File: config.mk
export PLATFORM = sky130hd
export DESIGN_NAME = tpu_sync_unit
export DESIGN_NICKNAME = d
export VERILOG_FILES = /design/src/include/tpu_sync_pkg.sv /design/src/core/tpu_sync_unit.sv
export VERILOG_INCLUDE_DIRS = /design/src /design/src/include
export SDC_FILE = /design/constraint.sdc
export NUM_CORES = 1
export LEC_CHECK = 0
export ABC_AREA = 1
export BUFFER_PORTS_ARGS = -buffer_cell sky130_fd_sc_hd__buf_2
export CAP_MARGIN = 25
export CORE_MARGIN = 5
export CORE_UTILIZATION = 40
export DETAILED_ROUTE_END_ITERATION = 12
export PLACE_DENSITY = 0.55
export SYNTH_ARGS = -nofsm -noshare
export SYNTH_HDL_FRONTEND = slang
export SYNTH_SLANG_ARGS = --single-unit
export TNS_END_PERCENT = 100
File: constraint.sdc
create_clock -name clk -period 2.5 [get_ports clk]
set_input_delay 0.125 -clock clk [delete_from_list [all_inputs] [get_ports clk]]
set_output_delay 0.125 -clock clk [all_outputs]
set_load 0.03 [all_outputs]
File: src/include/tpu_sync_map.svh
// Register offsets, field positions and reset values of the timer block.
// Assumes a word-indexed register port with 16-bit data.
`ifndef TPU_SYNC_MAP_SVH
`define TPU_SYNC_MAP_SVH
`define OFS_START      5'h00
`define OFS_SYNC       5'h01
`define OFS_IOCTL      5'h02
`define OFS_MODE       5'h03
`define OFS_IRQ_STAT   5'h04
`define OFS_IRQ_MASK   5'h05
`define OFS_PRIM_A     5'h06
`define OFS_PRIM_B     5'h07
`define OFS_BUF_C      5'h08
`define OFS_CNT_BASE   5'h10
`define OFS_CTL_BASE   5'h18
`define MODE_BUF_POS   0
`define MODE_PWM_POS   1
`define CTL_PSC_LSB    0
`define CTL_CLR_LSB    3
`define IRQ_MATCH_A    0
`define IRQ_MATCH_B    1
`define IRQ_CHAN_C     2
`define RST_GEN_REG    16'hffff
`define RST_ZERO       16'h0000
`endif

File: src/include/tpu_sync_pkg.sv
// Types shared by the timer block and its bench.
// Assumes tpu_sync_map.svh is on the include path.
`default_nettype none
package tpu_sync_pkg;
    // Register port request, one cycle per access
    typedef struct packed {
        logic [4:0] addr;
        logic [15:0] wdata;
        logic wr;
        logic rd;
    } reg_req_t;
    // Drive of one timer pin
    typedef struct packed {
        logic out;
        logic oe;
    } pin_drive_t;
    // Counter clear source of a channel control register
    typedef enum logic [1:0] {
        CLR_NONE = 2'h0,
        CLR_MATCH_A = 2'h1,
        CLR_MATCH_B = 2'h2,
        CLR_SYNC = 2'h3
    } clr_src_t;
endpackage
`default_nettype wire

File: src/core/tpu_sync_unit.sv
// Six-channel timer with synchronous preset/clear, channel-0 compare,
// capture, buffer transfer and PWM pin.
// Assumes a single 50 MHz clock and an asynchronous pin on the secondary input.
//
// Decided for this implementation: the register offsets and the plain strobed port.
`include "tpu_sync_map.svh"
`default_nettype none

// Overview of operation
// [RULE1] Control bit 3 low makes the secondary register an output compare register.
// [RULE2] Compare mode with low bits 00 keeps the secondary pin undriven.
// [RULE3] Nonzero compare action starts the pin at the level of bit 2.
// [RULE4] Each compare match: 01 drives low, 10 drives high, 11 toggles.
// [RULE5] Code 1000 captures the counter on a rising pin edge.
// [RULE6] Code 1001 captures the counter on a falling pin edge.
// [RULE7] Code 101x captures the counter on both pin edges.
// [RULE8] Code 11xx captures whenever the channel-1 counter counts.
// [RULE9] No channel-1 capture when its prescaler selects the undivided clock.
// [RULE10] Buffer mode bit set disables capture and compare on the secondary register.
// [RULE11] One counter write presets every synchronized counter together.
// [RULE12] A synchronized channel's clear source clears all synchronized counters; the code acts only on channel 0's clear source.
// [RULE13] Any of channels 0 to 5 may join synchronous operation.
// [RULE14] Software starts each channel last by setting its run bit.
// [RULE15] Buffer mode: compare match A changes output and loads primary from buffer.
// [RULE16] PWM: clear on match B, pin high at match A, low at match B.
// [RULE17] Toggle inverts the current level; disabled output is not driven.
module tpu_sync_unit
    import tpu_sync_pkg::*;
#(
    parameter int NCH = 6,
    parameter int CNT_W = 16
) (
    input wire logic clk,
    input wire logic nrst,
    input wire reg_req_t req,
    output logic [15:0] rdata,
    output logic irq,
    input wire logic sec_pin_in,
    output pin_drive_t sec_pin,
    output pin_drive_t pwm_pin
);

    ////////////////////////////////////////////////////////////////////////
    // Decode helpers

    // Prescaler tick for a 3-bit select: 1, 4, 16 or 64 clocks
    function automatic logic psc_tick(input logic [2:0] sel, input logic [5:0] div);
        unique case (sel)
            3'h0: psc_tick = 1'b1;
            3'h1: psc_tick = (div[1:0] == 2'h0);
            3'h2: psc_tick = (div[3:0] == 4'h0);
            default: psc_tick = (div == 6'h00);
        endcase
    endfunction

    function automatic logic hit(input logic [4:0] a, input logic [4:0] ofs);
        hit = (a == ofs);
    endfunction

    ////////////////////////////////////////////////////////////////////////
    // State

    logic [NCH-1:0] run_q;
    logic [NCH-1:0] sync_q;
    logic [3:0] ioc_q;
    logic buf_mode_q;
    logic pwm_mode_q;
    logic [2:0] irq_stat_q;
    logic [2:0] irq_mask_q;
    logic [CNT_W-1:0] prim_a_q;
    logic [CNT_W-1:0] prim_b_q;
    logic [CNT_W-1:0] buf_c_q;
    logic [CNT_W-1:0] cnt_q [NCH];
    logic [2:0] psc_q [NCH];
    clr_src_t clr_q [NCH];
    logic [5:0] div_q;
    logic sec_out_q;
    logic pwm_out_q;
    logic [2:0] pin_sync_q;
    logic pin_lvl_q;
    logic [15:0] rdata_q;

    logic [NCH-1:0] tick;
    logic [NCH-1:0] own_clr;
    logic [NCH-1:0] cnt_wr;
    logic clr_any;
    logic wr_sync_cnt;
    logic match_a;
    logic match_b;
    logic match_c;
    logic cmp_mode;
    logic cap_mode;
    logic pin_rise;
    logic pin_fall;
    logic cap_evt;

    ////////////////////////////////////////////////////////////////////////
    // Shared prescaler

    // Free-running divider; all channels tap the same phase
    always_ff @(posedge clk) begin
        if (!nrst) begin
            div_q <= 6'h00;
        end else begin
            div_q <= div_q + 6'h01;
        end
    end

    ////////////////////////////////////////////////////////////////////////
    // Counters

    // Compare events of channel 0 sampled on its count tick
    assign match_a = tick[0] && (cnt_q[0] == prim_a_q);
    assign match_b = tick[0] && (cnt_q[0] == prim_b_q);
    assign match_c = tick[0] && (cnt_q[0] == buf_c_q) && cmp_mode;
    assign clr_any = |(own_clr & sync_q); // RULE12
    assign wr_sync_cnt = |(cnt_wr & sync_q);

    generate
        for (genvar i = 0; i < NCH; i++) begin : g_ch
            assign tick[i] = run_q[i] && psc_tick(psc_q[i], div_q);
            assign cnt_wr[i] = req.wr && hit(req.addr, `OFS_CNT_BASE + 5'(i));
            // Only channel 0 owns compare registers
            assign own_clr[i] = (i == 0) && ((clr_q[i] == CLR_MATCH_A && match_a)
                || (clr_q[i] == CLR_MATCH_B && match_b));

            // Software write wins over count, sync clear wins over count
            always_ff @(posedge clk) begin
                if (!nrst) begin
                    cnt_q[i] <= CNT_W'(`RST_ZERO);
                end else if (cnt_wr[i] || (sync_q[i] && wr_sync_cnt)) begin // RULE11
                    cnt_q[i] <= req.wdata[CNT_W-1:0];
                end else if (own_clr[i] || (sync_q[i] && clr_any)) begin // RULE12
                    cnt_q[i] <= CNT_W'(`RST_ZERO);
                end else if (tick[i]) begin // RULE14
                    cnt_q[i] <= cnt_q[i] + CNT_W'(1);
                end
            end

            // Per-channel control: prescale and clear source
            always_ff @(posedge clk) begin
                if (!nrst) begin
                    psc_q[i] <= 3'h0;
                    clr_q[i] <= CLR_NONE;
                end else if (req.wr && hit(req.addr, `OFS_CTL_BASE + 5'(i))) begin
                    psc_q[i] <= req.wdata[`CTL_PSC_LSB +: 3];
                    clr_q[i] <= clr_src_t'(req.wdata[`CTL_CLR_LSB +: 2]);
                end
            end
        end
    endgenerate

    ////////////////////////////////////////////////////////////////////////
    // Control registers

    // Run and sync bits; any channel may be synchronized
    always_ff @(posedge clk) begin
        if (!nrst) begin
            run_q <= '0;
            sync_q <= '0;
        end else if (req.wr) begin
            if (hit(req.addr, `OFS_START)) begin
                run_q <= req.wdata[NCH-1:0]; // RULE14
            end
            if (hit(req.addr, `OFS_SYNC)) begin
                sync_q <= req.wdata[NCH-1:0]; // RULE13
            end
        end
    end

    // Secondary I/O control and channel-0 mode
    always_ff @(posedge clk) begin
        if (!nrst) begin
            ioc_q <= 4'h0;
            buf_mode_q <= 1'b0;
            pwm_mode_q <= 1'b0;
        end else if (req.wr) begin
            if (hit(req.addr, `OFS_IOCTL)) begin
                ioc_q <= req.wdata[3:0];
            end
            if (hit(req.addr, `OFS_MODE)) begin
                buf_mode_q <= req.wdata[`MODE_BUF_POS];
                pwm_mode_q <= req.wdata[`MODE_PWM_POS];
            end
        end
    end

    assign cmp_mode = !ioc_q[3] && !buf_mode_q; // RULE1 RULE10
    assign cap_mode = ioc_q[3] && !buf_mode_q; // RULE10

    ////////////////////////////////////////////////////////////////////////
    // General registers

    // Primary A reloads from buffer at match A in buffer mode
    always_ff @(posedge clk) begin
        if (!nrst) begin
            prim_a_q <= CNT_W'(`RST_GEN_REG);
            prim_b_q <= CNT_W'(`RST_GEN_REG);
        end else begin
            if (buf_mode_q && match_a) begin
                prim_a_q <= buf_c_q; // RULE15
            end else if (req.wr && hit(req.addr, `OFS_PRIM_A)) begin
                prim_a_q <= req.wdata[CNT_W-1:0];
            end
            if (req.wr && hit(req.addr, `OFS_PRIM_B)) begin
                prim_b_q <= req.wdata[CNT_W-1:0];
            end
        end
    end

    // Capture beats a software write in the same cycle
    always_ff @(posedge clk) begin
        if (!nrst) begin
            buf_c_q <= CNT_W'(`RST_GEN_REG);
        end else if (cap_evt) begin
            buf_c_q <= cnt_q[0];
        end else if (req.wr && hit(req.addr, `OFS_BUF_C)) begin
            buf_c_q <= req.wdata[CNT_W-1:0];
        end
    end

    ////////////////////////////////////////////////////////////////////////
    // Input capture

    // Three-stage synchroniser; a level counts once stages 2 and 3 agree
    always_ff @(posedge clk) begin
        if (!nrst) begin
            pin_sync_q <= 3'h0;
            pin_lvl_q <= 1'b0;
        end else begin
            pin_sync_q <= {pin_sync_q[1:0], sec_pin_in};
            if (pin_sync_q[1] == pin_sync_q[2]) begin
                pin_lvl_q <= pin_sync_q[2];
            end
        end
    end

    assign pin_rise = pin_sync_q[1] && pin_sync_q[2] && !pin_lvl_q;
    assign pin_fall = !pin_sync_q[1] && !pin_sync_q[2] && pin_lvl_q;

    // Capture source select by the low control bits
    always_comb begin
        cap_evt = 1'b0;
        if (cap_mode) begin
            unique casez (ioc_q[2:0])
                3'b000: cap_evt = pin_rise; // RULE5
                3'b001: cap_evt = pin_fall; // RULE6
                3'b01?: cap_evt = pin_rise || pin_fall; // RULE7
                3'b1??: cap_evt = tick[1] && (psc_q[1] != 3'h0); // RULE8 RULE9
            endcase
        end
    end

    ////////////////////////////////////////////////////////////////////////
    // Output compare pins

    // Writing the control reloads the initial level
    always_ff @(posedge clk) begin
        if (!nrst) begin
            sec_out_q <= 1'b0;
        end else if (req.wr && hit(req.addr, `OFS_IOCTL)) begin
            sec_out_q <= req.wdata[2]; // RULE3
        end else if (match_c) begin
            unique case (ioc_q[1:0]) // RULE4
                2'h1: sec_out_q <= 1'b0;
                2'h2: sec_out_q <= 1'b1;
                2'h3: sec_out_q <= !sec_out_q; // RULE17
                2'h0: sec_out_q <= sec_out_q;
            endcase
        end
    end

    // Enable off for 00 regardless of bit 2
    assign sec_pin.oe = cmp_mode && (ioc_q[1:0] != 2'h0); // RULE2 RULE17
    assign sec_pin.out = sec_out_q;

    // PWM: high at match A, low at match B; B wins if equal
    always_ff @(posedge clk) begin
        if (!nrst) begin
            pwm_out_q <= 1'b0;
        end else if (match_b) begin
            pwm_out_q <= 1'b0; // RULE16
        end else if (match_a) begin
            pwm_out_q <= 1'b1; // RULE15 RULE16
        end
    end

    assign pwm_pin.oe = pwm_mode_q;
    assign pwm_pin.out = pwm_out_q;

    ////////////////////////////////////////////////////////////////////////
    // Interrupts

    // Sticky status, write one to clear; a new event wins over the clear
    always_ff @(posedge clk) begin
        if (!nrst) begin
            irq_stat_q <= 3'h0;
            irq_mask_q <= 3'h0;
        end else begin
            irq_stat_q <= (irq_stat_q & ~((req.wr && hit(req.addr, `OFS_IRQ_STAT))
                ? req.wdata[2:0] : 3'h0)) | {match_c || cap_evt, match_b, match_a};
            if (req.wr && hit(req.addr, `OFS_IRQ_MASK)) begin
                irq_mask_q <= req.wdata[2:0];
            end
        end
    end

    assign irq = |(irq_stat_q & irq_mask_q);

    ////////////////////////////////////////////////////////////////////////
    // Read port

    // Data stands only in the cycle after the read strobe
    always_ff @(posedge clk) begin
        if (!nrst) begin
            rdata_q <= 16'h0000;
        end else if (!req.rd) begin
            rdata_q <= 16'h0000;
        end else if (req.addr >= `OFS_CNT_BASE && req.addr < `OFS_CNT_BASE + 5'(NCH)) begin
            rdata_q <= 16'(cnt_q[req.addr[2:0]]);
        end else if (req.addr >= `OFS_CTL_BASE && req.addr < `OFS_CTL_BASE + 5'(NCH)) begin
            rdata_q <= {11'h000, clr_q[req.addr[2:0]], psc_q[req.addr[2:0]]};
        end else begin
            unique case (req.addr)
                `OFS_START: rdata_q <= 16'(run_q);
                `OFS_SYNC: rdata_q <= 16'(sync_q);
                `OFS_IOCTL: rdata_q <= {12'h000, ioc_q};
                `OFS_MODE: rdata_q <= {14'h0000, pwm_mode_q, buf_mode_q};
                `OFS_IRQ_STAT: rdata_q <= {13'h0000, irq_stat_q};
                `OFS_IRQ_MASK: rdata_q <= {13'h0000, irq_mask_q};
                `OFS_PRIM_A: rdata_q <= 16'(prim_a_q);
                `OFS_PRIM_B: rdata_q <= 16'(prim_b_q);
                `OFS_BUF_C: rdata_q <= 16'(buf_c_q);
                default: rdata_q <= 16'h0000; // Unmapped reads zero
            endcase
        end
    end

    assign rdata = rdata_q;

endmodule // tpu_sync_unit
`default_nettype wire

==> results.md <==
- Status: finished clean
- Number of port buffers: 46
- Vias in the first global route: 12300
- Comb power frac: 10.6%
- ANT nets after route: 0
- Area grow syn2layout: 18.0%
- CTS root buffer: clkbuf_16
- CTS tree: done
- Core ar.: 0.0333 mm2
- Die Wd: 193 um
- Sequential Area: 0.00579 mm2
- P_leak: 0.00664 uW
- H-tree depth: 1
- # rows: 67
- Min Hold Slack: 91.2 ps
- Critical Path AT: 2650 ps
- TritonCTS Buffers: 26
- HP Class: primary input to flop
- Final instance area: 0.0158 mm2
- Fin Setup TNS: 0 ps
- Synthesized flop and latch total: 226
- Initial DRC count: 1788
- IO Count: 47
- Grt ovf: 0
- Worst-Margin Slew: 792 ps
- Syn nets: 1766
- Switch share: 26.1%
- P_int: 6830 uW
- Critical path buffers and inverters: 3
- Clock latency on the worst-skew pair: 540 ps
- Critical path endpoint category: flop
- Fill cells: 3262
- R2r startpoint: cnt_q[0][10]
- Crit path time final: 2400 ps
- Antenna violations before repair: 1
- PD cells: 584 mW/mm2
- CTS max path bufs: 3
- Unrepaired setup endpoints after global routing: no
- Tcrit/Tclk final: 96.2%
- Clk pwr share: 44.4%
- Largest net degree at the start of global routing: 50
- Peak supply drop: 0.000397 V
- Placer Congestion: 1.02
- Proportion of layout cells with a drive suffix above 1: 13.1%
- Worst Clk Skew: 15.6 ps
- Synth async-reset ratio: 0%
- Instance area after placement: 0.0146 mm2
- Fin nets: 1873
- Placed cell count: 2235
- Crit-path cells: buf_4 -> xor2_1 -> nor2_1 -> nand2_1 -> nor2_4 -> nand4_1 -> a21oi_2 -> buf_4 -> nand2_2 -> nand2_1 -> or2_2 -> buf_12
- Final Non-Filler Cells: 2306
- CP delay by family, top: simple AND/OR/NAND/NOR gates
- Total number of vias: 13100
- Slew HR: 47.2%
- Yosys cell types: 47
- Synthesis warning total: 0
- HP Start: req[0]
- Avg WL per Cell: 21.7 um
- Critical Path RT: 2740 ps
- Fmax: 416 MHz
- GRT Util Overall: 26.4%
- Endpoints failing hold: 0
- Max-Cap Viols: 0
- Crit path max fanout: 16
- Sink Count: 226
- Setup violators final: 0
- Crit path max-delay cell type: edfxtp_1
- First-pass GRT wire length: 75.1 mm
- Post-Synthesis Cells: 1730
- Register share of total power: 45.0%
- Syn avg cell area: 7.75 um2
- Die ar.: 0.0373 mm2
- Drt via density: 5.70
- Worst stage delay on the critical path: 450 ps
- Cell area after synthesis: 0.0134 mm2
- Starting density of the core: 40.3%
- DRC viols: 0
- Count of pins over their slew limit: 0
- Area of the multi-input gates: 0.00648 mm2
- Layout Utilization: 47.5%
- Post-synth EDFFs: 126
- Final HPWL DP: 36.7 mm
- Worst-path clk slew: 60 ps
- Net Sw Power: 2410 uW
- CP Launch Type: flop
- Routed Wire Length: 50.1 mm
- Drt first pass iters: 6
- WS Path Type: flop to flop
- Post-synthesis sequential area ratio: 43.2%
- CP Launch Point: cnt_q[0][10]
- Die height: 193 um
- Top_reg_cell synth: edfxtp_1
-- cell usage after synthesis, types with 2 or more instances --
library cell  instances  area share (%)
o21bai_1              2            0.11
a21oi_2               3            0.20
o21ai_0             179             6.7
or2_2                 3            0.14
buf_6                 4            0.34
nand3b_1              3            0.17
nand2_2               6            0.28
ha_1                 10            0.93
nand4_1              85             4.0
buf_4                15            0.84
a221oi_1              4            0.26
nand2_1             309             8.7
o2111ai_1            11            0.72
nor2_2                8            0.37
buf_1                 4            0.11
inv_2                 7            0.20
nor2_1              127             3.6
o22ai_1              48             2.2
dfxtp_1             100              15
nand3_1             129             4.8
edfxtp_1            126              28
inv_1               196             5.5
o211ai_1             20             1.1
o32ai_1               3            0.20
a22oi_1              11            0.62
o221ai_1             10            0.65
xnor2_1              20             1.3
a211oi_1              3            0.17
a31oi_1               3            0.14
xor2_1               72             4.7
nor3_1               22            0.82
o21ai_1               6            0.22
a41oi_1               3            0.20
nand3_2               4            0.30
a21oi_1              90             3.4
buf_2                14            0.52
nor4_1                7            0.33
clkbuf_1             54             1.5
-- per-stage QoR --
| step | worst slack, ps | power, uW |
|---|---|---|
| CTS | 59.3 | 9280 |
| global route | 3.47 | 9520 |
| floorplan | -11.1 | 4730 |
| finish | 96.0 | 9240 |
| detailed placement | 8.72 | 5160 |
| global placement | 17.6 | 5160 |
-- sequential cells by signal (all words and copies together) (netlist names), 12 cells and up --
name,flops
cnt_q,96
rdata,16
psc_q,18
buf_c_q,16
prim_a_q,16
clr_q,12
prim_b_q,16
-- cells by family after synthesis --
kind of cell    Yosys count  synth area share [%]
buf+inv                 295                  9.03
compound gates          399                  17.2
fa+ha+maj                10                 0.933
flops                   226                  43.2
simple gates            708                  23.7
xor+xnor                 92                  6.01
-- area by class of cell --
type	instances	area share, %
inverter	204	4.86
clock buffer	35	4.88
tap	448	3.54
clock inverter	13	0.918
timing repair buffer	170	8.18
multi-input combinational	1209	41.0
sequential	226	36.6
antenna	1	0.0158
-- final timing paths --
kind                   end  slack [ps]  depth (start not counted)
min reg2reg  pin_sync_q[1]         410                          2
min              rdata[15]          90                          4
max           cnt_q[2][12]         100                         12
max reg2reg   cnt_q[2][12]         100                         12
-- cell usage in the layout (no fill, tap or decap), drive strengths merged, types with 2 or more instances in the layout --
cell type    instances
o21ai              185
ha                  10
a221oi               4
dlygate4sd3         17
xor2                72
dfxtp              100
o22ai               48
or2                  4
o21bai               2
o211ai              20
xnor2               20
a22oi               11
nand2              316
clkinvlp             2
nor4                 7
buf                153
a21oi               93
nand3              133
a31oi                3
clkinv               9
o32ai                3
bufinv               3
clkbuf              35
o2111ai             11
nor2               135
edfxtp             126
a41oi                3
inv                203
a211oi               3
nand3b               3
nor3                23
o221ai              10
nand4               85
-- what timing repair did --
item | CTS | global route
hold buffers | 17 | 0
endpoints found under the hold margin | 35 | 0
gates resized for setup | 1 | 9
endpoints found under the setup margin | 5 | 167
setup buffers | 0 | 5
pin swaps | 0 | 2
-- power groups by stage --
stage / Combinational [uW] / Clock, uW / Sequential (uW)
detailed placement: 928 / 0 / 4230
floorplan: 518 / 0 / 4210
CTS: 953 / 4170 / 4160
finish: 984 / 4100 / 4160
global placement: 926 / 0 / 4230
global route: 1050 / 4300 / 4170
-- routing by layer --
metal | up-vias | global-route usage, % | share of wire (%)
met5 | - | 0 | 0.026
met2 | 577 | 40.7 | 44
li1 | 6190 | - | -
met3 | 102 | 3.51 | 7.7
met1 | 6269 | 38.4 | 44
met4 | 2 | 8.71 | 3.5
-- worst reg2reg max path, delay by kind of cell, from the launching register on --
family | cells | cell delay [ps]
compound gates | 1 | 160
xor+xnor | 1 | 130
flops | 1 | 450
buf+inv | 3 | 500
simple gates | 7 | 870
Power figures use the tool's default switching activity.
